$ cat src/logic/bcr_pkg.sv
package bcr_pkg;

   // ****************************************************************
   // register indices; byte address is four times the index
   // ****************************************************************
   localparam logic [7:0] IDX_BUCK0_LIMIT_SLEW_CFG = 8'h03;
   localparam logic [7:0] IDX_BUCK1_MODE_ENABLE_CTRL = 8'h04;
   localparam logic [7:0] IDX_BUCK1_LIMIT_SLEW_CFG = 8'h05;
   localparam logic [7:0] IDX_BUCK0_OUTPUT_VOLTAGE = 8'h06;
   localparam int unsigned BYTE_SHIFT = 2;

   // ****************************************************************
   // field positions
   // ****************************************************************
   localparam int unsigned LIMIT_LSB = 3;
   localparam int unsigned RAMP_LSB = 0;
   localparam int unsigned FIELD_W = 3;
   localparam int unsigned FIXED_FREQ_BIT = 3;
   localparam int unsigned DISCHARGE_BIT = 2;
   localparam int unsigned PIN_GATING_BIT = 1;
   localparam int unsigned ON_BIT = 0;

   // ****************************************************************
   // reset values
   // ****************************************************************
   localparam logic [7:0] RST_LIMIT_SLEW = 8'h2C;
   localparam logic [7:0] RST_MODE_ENABLE = 8'h0F;
   localparam logic [7:0] RST_VOLTAGE = 8'h80;

   // ****************************************************************
   // legal code ranges and voltage map
   // ****************************************************************
   localparam logic [2:0] LIMIT_CODE_MAX = 3'h5;
   localparam logic [2:0] RAMP_CODE_MIN = 3'h2;
   localparam logic [7:0] VCODE_MIN = 8'h14;
   localparam logic [7:0] VCODE_MID = 8'h18;
   localparam logic [7:0] VCODE_HIGH = 8'h9E;
   localparam logic [11:0] MV_LOW_BASE = 12'h2BC;
   localparam logic [11:0] MV_MID_BASE = 12'h2DF;
   localparam logic [11:0] MV_HIGH_BASE = 12'h58C;
   localparam logic [11:0] MV_LOW_STEP = 12'h00A;
   localparam logic [11:0] MV_MID_STEP = 12'h005;
   localparam logic [11:0] MV_HIGH_STEP = 12'h014;

   // ****************************************************************
   // bus answers
   // ****************************************************************
   localparam logic [1:0] RESP_OKAY = 2'h0;
   localparam logic [1:0] RESP_SLVERR = 2'h2;

   typedef struct packed
   {
      logic [2:0] current_limit;
      logic [2:0] ramp_rate;
   } bcr_stage_t;

   typedef struct packed
   {
      bcr_stage_t stage;
      logic force_fixed_freq;
      logic discharge_on;
      logic running;
   } bcr_reg1_t;

   typedef struct packed
   {
      bcr_stage_t stage;
      logic [7:0] voltage_code;
      logic [11:0] voltage_mv;
   } bcr_reg0_t;

endpackage

$ cat src/logic/bcr_regs.sv
`timescale 1ns/100ps
// Functional notes
// - regulator 0 limit codes 0-5, 1.5-4.0 A
// - limit changes apply live, no disable needed
// - regulator 1 limit uses same encoding
// - regulator 0 ramp codes 2-7, both directions
// - regulator 1 ramp uses same table
// - mode bit: 0 auto, 1 forced fixed frequency
// - discharge resistor only while regulator 1 off
// - pin gating adds external enable pin
// - on bit enables or disables regulator 1
// - voltage codes below 0x14 are reserved
// - codes 0x14-0x17: 0.70-0.73 V, 10 mV
// - codes 0x18-0x9D: 0.735-1.4 V, 5 mV
// - codes 0x9E-0xFF: 1.42-3.36 V, 20 mV
module bcr_regs
   import bcr_pkg::*;
#(
   parameter int unsigned ADDR_W = 8
)
(
   // clock and reset
   input wire logic clock,
   input wire logic rst_b,
   // axi4-lite write address
   input wire logic [ADDR_W-1:0] s_axi_awaddr,
   input wire logic s_axi_awvalid,
   output logic s_axi_awready,
   // axi4-lite write data
   input wire logic [31:0] s_axi_wdata,
   input wire logic [3:0] s_axi_wstrb,
   input wire logic s_axi_wvalid,
   output logic s_axi_wready,
   // axi4-lite write response
   output logic [1:0] s_axi_bresp,
   output logic s_axi_bvalid,
   input wire logic s_axi_bready,
   // axi4-lite read address
   input wire logic [ADDR_W-1:0] s_axi_araddr,
   input wire logic s_axi_arvalid,
   output logic s_axi_arready,
   // axi4-lite read data
   output logic [31:0] s_axi_rdata,
   output logic [1:0] s_axi_rresp,
   output logic s_axi_rvalid,
   input wire logic s_axi_rready,
   // external enable pin, asynchronous
   input wire logic ext_enable_pin,
   // power stage controls
   output bcr_pkg::bcr_reg0_t reg0_ctrl,
   output bcr_pkg::bcr_reg1_t reg1_ctrl
);

   // ****************************************************************
   // elaboration check
   // ****************************************************************
   if (ADDR_W < 5)
   begin : g_addr_check
      $error("bcr_regs: ADDR_W must be at least 5");
   end

   // ****************************************************************
   // functions
   // ****************************************************************
   // reserved codes are dropped so the analog stage sees them only while the controls hold reset zeros
   function automatic logic [7:0] merge_limit_slew(input logic [7:0] old_v,
                                                   input logic [7:0] wr_v);
      logic [7:0] res;
      res = old_v;
      if (wr_v[LIMIT_LSB +: FIELD_W] <= LIMIT_CODE_MAX)
      begin
         res[LIMIT_LSB +: FIELD_W] = wr_v[LIMIT_LSB +: FIELD_W];
      end
      if (wr_v[RAMP_LSB +: FIELD_W] >= RAMP_CODE_MIN)
      begin
         res[RAMP_LSB +: FIELD_W] = wr_v[RAMP_LSB +: FIELD_W];
      end
      res[7:6] = 2'h0;
      return res;
   endfunction

   function automatic logic [11:0] code_to_mv(input logic [7:0] code);
      logic [11:0] c;
      c = {4'h0, code};
      if (code >= VCODE_HIGH)
      begin
         return MV_HIGH_BASE + 12'((c - {4'h0, VCODE_HIGH}) * MV_HIGH_STEP);
      end
      else if (code >= VCODE_MID)
      begin
         return MV_MID_BASE + 12'((c - {4'h0, VCODE_MID}) * MV_MID_STEP);
      end
      else if (code >= VCODE_MIN)
      begin
         return MV_LOW_BASE + 12'((c - {4'h0, VCODE_MIN}) * MV_LOW_STEP);
      end
      return 12'h000;
   endfunction

   function automatic logic [7:0] addr_index(input logic [ADDR_W-1:0] a);
      return 8'(a >> BYTE_SHIFT);
   endfunction

   function automatic logic addr_hit(input logic [ADDR_W-1:0] a);
      logic [7:0] i;
      i = addr_index(a);
      // the full index is compared so that a wide bus cannot alias the map
      return (a[1:0] == 2'h0) && ((a >> BYTE_SHIFT) == ADDR_W'(i))
             && (i >= IDX_BUCK0_LIMIT_SLEW_CFG) && (i <= IDX_BUCK0_OUTPUT_VOLTAGE);
   endfunction

   // ****************************************************************
   // enable pin synchroniser
   // ****************************************************************
   logic [2:0] pin_sync;
   logic pin_level;
   logic [2:0] next_pin_sync;
   logic next_pin_level;

   always_comb
   begin
      next_pin_sync = {pin_sync[1:0], ext_enable_pin};
      next_pin_level = pin_level;
      if (pin_sync[1] == pin_sync[2])
      begin
         next_pin_level = pin_sync[2];
      end
   end

   always_ff @(posedge clock)
   begin
      if (!rst_b)
      begin
         pin_sync <= 3'h0;
         pin_level <= 1'b0;
      end
      else
      begin
         pin_sync <= next_pin_sync;
         pin_level <= next_pin_level;
      end
   end

   // ****************************************************************
   // register file and bus slave
   // ****************************************************************
   logic [7:0] buck0_limit_slew_cfg;
   logic [7:0] buck1_mode_enable_ctrl;
   logic [7:0] buck1_limit_slew_cfg;
   logic [7:0] buck0_output_voltage;
   logic [7:0] next_buck0_limit_slew_cfg;
   logic [7:0] next_buck1_mode_enable_ctrl;
   logic [7:0] next_buck1_limit_slew_cfg;
   logic [7:0] next_buck0_output_voltage;
   logic next_awready;
   logic next_wready;
   logic next_bvalid;
   logic [1:0] next_bresp;
   logic next_arready;
   logic next_rvalid;
   logic [1:0] next_rresp;
   logic [31:0] next_rdata;
   logic wr_go;
   logic rd_go;
   logic [7:0] rd_byte;

   // both write channels are taken in the same cycle; a lone one waits
   assign wr_go = s_axi_awvalid && s_axi_wvalid && !s_axi_bvalid && !s_axi_awready;
   assign rd_go = s_axi_arvalid && !s_axi_rvalid && !s_axi_arready;

   always_comb
   begin
      next_buck0_limit_slew_cfg = buck0_limit_slew_cfg;
      next_buck1_mode_enable_ctrl = buck1_mode_enable_ctrl;
      next_buck1_limit_slew_cfg = buck1_limit_slew_cfg;
      next_buck0_output_voltage = buck0_output_voltage;
      next_awready = wr_go;
      next_wready = wr_go;
      next_bvalid = s_axi_bvalid && !s_axi_bready;
      next_bresp = s_axi_bresp;
      next_arready = rd_go;
      next_rvalid = s_axi_rvalid && !s_axi_rready;
      next_rresp = s_axi_rresp;
      next_rdata = s_axi_rdata;
      rd_byte = 8'h00;
      if (wr_go)
      begin
         next_bvalid = 1'b1;
         next_bresp = addr_hit(s_axi_awaddr) ? RESP_OKAY : RESP_SLVERR;
         if (addr_hit(s_axi_awaddr) && s_axi_wstrb[0])
         begin
            // limit fields take effect on the next edge, running or not
            case (addr_index(s_axi_awaddr))
               IDX_BUCK0_LIMIT_SLEW_CFG:
               begin
                  next_buck0_limit_slew_cfg = merge_limit_slew(buck0_limit_slew_cfg,
                                                               s_axi_wdata[7:0]);
               end
               IDX_BUCK1_LIMIT_SLEW_CFG:
               begin
                  next_buck1_limit_slew_cfg = merge_limit_slew(buck1_limit_slew_cfg,
                                                               s_axi_wdata[7:0]);
               end
               IDX_BUCK1_MODE_ENABLE_CTRL:
               begin
                  next_buck1_mode_enable_ctrl = {4'h0, s_axi_wdata[3:0]};
               end
               IDX_BUCK0_OUTPUT_VOLTAGE:
               begin
                  if (s_axi_wdata[7:0] >= VCODE_MIN)
                  begin
                     next_buck0_output_voltage = s_axi_wdata[7:0];
                  end
               end
               default:
               begin
                  next_bresp = RESP_SLVERR;
               end
            endcase
         end
      end
      if (rd_go)
      begin
         case (addr_index(s_axi_araddr))
            IDX_BUCK0_LIMIT_SLEW_CFG: rd_byte = buck0_limit_slew_cfg;
            IDX_BUCK1_MODE_ENABLE_CTRL: rd_byte = buck1_mode_enable_ctrl;
            IDX_BUCK1_LIMIT_SLEW_CFG: rd_byte = buck1_limit_slew_cfg;
            IDX_BUCK0_OUTPUT_VOLTAGE: rd_byte = buck0_output_voltage;
            default: rd_byte = 8'h00;
         endcase
         next_rvalid = 1'b1;
         next_rresp = addr_hit(s_axi_araddr) ? RESP_OKAY : RESP_SLVERR;
         next_rdata = addr_hit(s_axi_araddr) ? {24'h000000, rd_byte} : 32'h00000000;
      end
   end

   always_ff @(posedge clock)
   begin
      if (!rst_b)
      begin
         buck0_limit_slew_cfg <= RST_LIMIT_SLEW;
         buck1_mode_enable_ctrl <= RST_MODE_ENABLE;
         buck1_limit_slew_cfg <= RST_LIMIT_SLEW;
         buck0_output_voltage <= RST_VOLTAGE;
         s_axi_awready <= 1'b0;
         s_axi_wready <= 1'b0;
         s_axi_bvalid <= 1'b0;
         s_axi_bresp <= RESP_OKAY;
         s_axi_arready <= 1'b0;
         s_axi_rvalid <= 1'b0;
         s_axi_rresp <= RESP_OKAY;
         s_axi_rdata <= 32'h00000000;
      end
      else
      begin
         buck0_limit_slew_cfg <= next_buck0_limit_slew_cfg;
         buck1_mode_enable_ctrl <= next_buck1_mode_enable_ctrl;
         buck1_limit_slew_cfg <= next_buck1_limit_slew_cfg;
         buck0_output_voltage <= next_buck0_output_voltage;
         s_axi_awready <= next_awready;
         s_axi_wready <= next_wready;
         s_axi_bvalid <= next_bvalid;
         s_axi_bresp <= next_bresp;
         s_axi_arready <= next_arready;
         s_axi_rvalid <= next_rvalid;
         s_axi_rresp <= next_rresp;
         s_axi_rdata <= next_rdata;
      end
   end

   // ****************************************************************
   // power stage controls
   // ****************************************************************
   bcr_reg0_t next_reg0_ctrl;
   bcr_reg1_t next_reg1_ctrl;
   logic run1;

   always_comb
   begin
      // pin gating ands the synchronised pin into the on bit
      run1 = buck1_mode_enable_ctrl[ON_BIT]
             && (!buck1_mode_enable_ctrl[PIN_GATING_BIT] || pin_level);
      next_reg1_ctrl.running = run1;
      next_reg1_ctrl.force_fixed_freq = buck1_mode_enable_ctrl[FIXED_FREQ_BIT];
      next_reg1_ctrl.discharge_on = buck1_mode_enable_ctrl[DISCHARGE_BIT] && !run1;
      next_reg1_ctrl.stage.current_limit = buck1_limit_slew_cfg[LIMIT_LSB +: FIELD_W];
      next_reg1_ctrl.stage.ramp_rate = buck1_limit_slew_cfg[RAMP_LSB +: FIELD_W];
      next_reg0_ctrl.stage.current_limit = buck0_limit_slew_cfg[LIMIT_LSB +: FIELD_W];
      next_reg0_ctrl.stage.ramp_rate = buck0_limit_slew_cfg[RAMP_LSB +: FIELD_W];
      next_reg0_ctrl.voltage_code = buck0_output_voltage;
      next_reg0_ctrl.voltage_mv = code_to_mv(buck0_output_voltage);
   end

   always_ff @(posedge clock)
   begin
      if (!rst_b)
      begin
         reg0_ctrl <= '0;
         reg1_ctrl <= '0;
      end
      else
      begin
         reg0_ctrl <= next_reg0_ctrl;
         reg1_ctrl <= next_reg1_ctrl;
      end
   end

endmodule

$ cat config.mk
export PLATFORM = sky130hd
export DESIGN_NAME = bcr_regs
export DESIGN_NICKNAME = d
export VERILOG_FILES = /design/src/logic/bcr_pkg.sv /design/src/logic/bcr_regs.sv
export SDC_FILE = /design/constraint.sdc
export NUM_CORES = 1
export LEC_CHECK = 0
export BUFFER_PORTS_ARGS = -buffer_cell sky130_fd_sc_hd__buf_4
export CAP_MARGIN = 20
export CORE_ASPECT_RATIO = 1.1
export CORE_MARGIN = 4
export CORE_UTILIZATION = 55
export CTS_BUF_LIST = sky130_fd_sc_hd__clkbuf_8
export CTS_CLUSTER_SIZE = 12
export DETAILED_ROUTE_END_ITERATION = 8
export HOLD_SLACK_MARGIN = 0.03
export PLACE_DENSITY = 0.83
export SYNTH_ARGS = -nofsm -noshare
export SYNTH_HDL_FRONTEND = slang
export SYNTH_SLANG_ARGS = --single-unit
export TNS_END_PERCENT = 5
$ cat constraint.sdc
create_clock -name clock -period 4.75 [get_ports clock]
set_input_delay 0.7125 -clock clock [delete_from_list [all_inputs] [get_ports clock]]
set_output_delay 0.7125 -clock clock [all_outputs]
set_load 0.1 [all_outputs]
==> impl_metrics.yaml <==
run_status:
  outcome: "finished clean"
critical_path:
  rr_endpoint: "reg0_ctrl[10]"
  cpLargestDelayFamily: "adder cells"
  slowest_stage: "dfxtp_1"
  crit_required_ps: 5020
  ff2ff_path_depth: 14
  path_max_fanout: 10
  worstPathArrival_ps: 4350
  path_class: "reg2reg"
  rr_startpoint: "buck0_output_voltage[2]"
  worst_setup_path_end_kind: "flop"
  slowest_delay_ps: 630
  start_kind: "flop"
  crit_buf_inv: 3
  ff2ff_setup_slack_ps: 660
  cp_cell_sequence: "inv_1 -> ha_1 -> inv_1 -> ha_1 -> ha_1 -> inv_1 -> fa_1 -> nand2b_1 -> a211oi_1 -> nor4b_1 -> a211oi_1 -> xor2_1 -> mux2i_1 -> a211oi_1"
synth:
  synth_area_leader_cell: "dfxtp_1"
  synth_ff_type: "dfxtp_1"
  synthArstFlopShare: 0
  synth_area_sq_um: 5100
  synth-edff-count: 0
  synthDistinctLibCells: 64
  yosys.area_share.simple: 0.198
  yosys-top-cells-area: "dfxtp_1, ha_1, nor2_1"
  synthAdderAreaFrac: 0.159
  ys_seq_elements: 77
  netlist_instances: 592
  syn_area_per_cell_sq_um: 8.62
  yosysSeqAreaShare: 0.302
  synth_top_area_share: 0.302
  synth_warnings: 0
  synth-xor-area-share: 0.0697
  synth_mux_area_frac: 0.0439
  synth_top_family_by_area: "simple AND/OR/NAND/NOR gates"
  synth_compound_area_frac: 0.148
placement:
  detailed_place_hpwl_um: 9500
  gp_congestion: 0.939
  portBuffers: 82
layout:
  syn_to_final_growth_pct: 15.5
  layout_commonest_cell: "buf_4"
  final_nets: 789
  final_cell_mix: "buf_4, nor2_1, dfxtp_1"
  regArea_sq_um: 1540
  post-route-util: 0.657
  drive_above_1_share: 0.166
  multi_input_area_sq_um: 3250
  antenna_cells: 0
  n_fill_cell: 749
worst_hold_path:
  min_path_type: "reg2reg"
  min_to: "pin_sync[1]"
  min_from: "pin_sync[0]"
  hold-path-cell-count: 1
floorplan:
  die_area_sq_um: 10900
  core-area_sq_um: 8960
  num_rows: 36
  die_w_um: 99.8
  die_y_um: 109
  initial_core_util: 0.569
  ios: 136
route:
  routed_via_density: 5.64
  wl_per_cell_um: 15.8
  drt_first_pass_iters: 5
  totalWireLength_um: 12400
  drc_errors: 0
  final_antenna_net_count: 0
  drt_iter0_drc: 279
  vias: 4447
flow_run:
  maxCapViolCount: 0
sta:
  rsz0062_at_grt: "false"
  relSlewSlack: 0.312
  fin_tns_setup_ps: 0
  final_hold_viol_count: 0
  maxSlewViolCount: 0
  worst_pin_slew_ps: 1030
  period_needed_ps: 4090
  skew_ps: 15.4
  fin_crit_sh: 0.860
  setup_viol: 0
  fmax_mhz: 245
clocking:
  hold_buffers: 0
  clockBufferDepth: 2
  clkLatencyLatePin_ps: 370
  cts_sinks: 77
  cts_tree: "built"
  htreeDepth: 3
  cts_root_buf: "clkbuf_8"
  ctsResizeCount: 0
  cts_buffers: 9
  cts_setup_buffers: 0
  clkTransAtPathRegs_ps: 90
global_route:
  grt_max_degree: 38
  grt_pass1_wl_um: 19900
  grt_overflow: 0
  grtUsageTotal: 0.228
  grt_pass1_vias: 4394
  grt_antenna_before_repair: 0
power_and_ir_drop:
  power_density_nw_per_um2: 236
  peakVddDrop_uv: 209
  p_leak_uw: 0.00261
[flip-flops by register name, summed over array words and instances (netlist names)]
name	count
reg0_ctrl	26
reg1_ctrl	9
buck0_output_voltage	8
s_axi_rdata	8
buck0_limit_slew_cfg	6
buck1_limit_slew_cfg	6
buck1_mode_enable_ctrl	4
pin_sync	3
pin_level	1
s_axi_arready	1
s_axi_bresp	1
s_axi_bvalid	1
s_axi_rresp	1
s_axi_rvalid	1
s_axi_wready	1
[cell type report]
| type | instances | area share |
|---|---|---|
| multi-input cells | 461 | 0.552 |
| flip-flops and latches | 77 | 0.262 |
| repair buffers | 85 | 0.108 |
| well taps | 114 | 0.0242 |
| inverters | 35 | 0.0223 |
| clock buffers | 9 | 0.0210 |
| clock inverters | 7 | 0.0108 |
[how the worst max path moves through the flow]
stage,startpoint,end,slack [ps],cells after the start
floorplan,buck0_output_voltage[3],reg0_ctrl[11],1280,15
global placement,buck0_output_voltage[2],reg0_ctrl[10],840,14
detailed placement,buck0_output_voltage[2],reg0_ctrl[10],710,14
CTS,buck0_output_voltage[2],reg0_ctrl[10],660,14
global route,buck0_output_voltage[2],reg0_ctrl[10],390,14
finish,buck0_output_voltage[2],reg0_ctrl[10],660,14
[per-layer routing]
layer,up-vias,track usage,part of all wire
met5,-,0,0
li1,2144,-,-
met1,2073,0.277,0.41
met4,0,0.104,0.031
met2,195,0.390,0.50
met3,35,0.0435,0.067
[worst reg2reg max path: cells and delay by family, from the launching register on]
kind | cells | cell delay [ps]
xor+xnor | 1 | 250
simple gates | 2 | 270
mux | 1 | 110
buf+inv | 3 | 440
fa+ha+maj | 4 | 1220
compound gates | 3 | 1060
flops | 1 | 630
[Yosys cell counts, types with 3 or more instances]
cell       count
nand2b_1       8
a222oi_1       6
mux2_2         3
nor3b_1        6
a41oi_1        3
nor3_1        10
ha_1          52
nand3_1        5
o21a_1         4
and2_1        25
inv_1         35
or3_1          6
nand2_1       44
o211ai_1       4
xor2_1        13
a2bb2oi_1      3
a211oi_1      11
buf_4         27
xnor2_1       25
mux2i_1       19
nor2_1        77
nor2b_1        8
o21ai_0       19
a21oi_1       28
o21bai_1       3
fa_1           8
clkbuf_1      15
dfxtp_1       77
a21o_1         3
[power breakdown]
group,internal (uW),total [uW],switching (uW)
logic,44.4,255,211
registers,657,663,5.39
clock network,201,476,275
[per-stage QoR]
step	hold slack (ps)	worst slack [ps]	total power, uW	instance area [sq um]	cells
after floorplan	412	1280	896	5190	617
after global placement	418	836	929	5700	771
after detailed placement	433	705	932	5700	771
after CTS	456	662	1400	5890	787
after global routing	474	394	1440	5890	788
final	450	665	1390	5890	788
[kinds of logic after synthesis]
| group | after synthesis |
|---|---|
| multiplexers | 22 |
| AO/OA/AOI/OAI | 107 |
| other | 1 |
| AND/OR/NAND/NOR | 207 |
| adder cells (fa/ha/maj) | 60 |
| XOR/XNOR | 39 |
| flip-flops | 77 |
| buffers and inverters | 79 |
No activity file was read; power rests on OpenSTA's default activity.
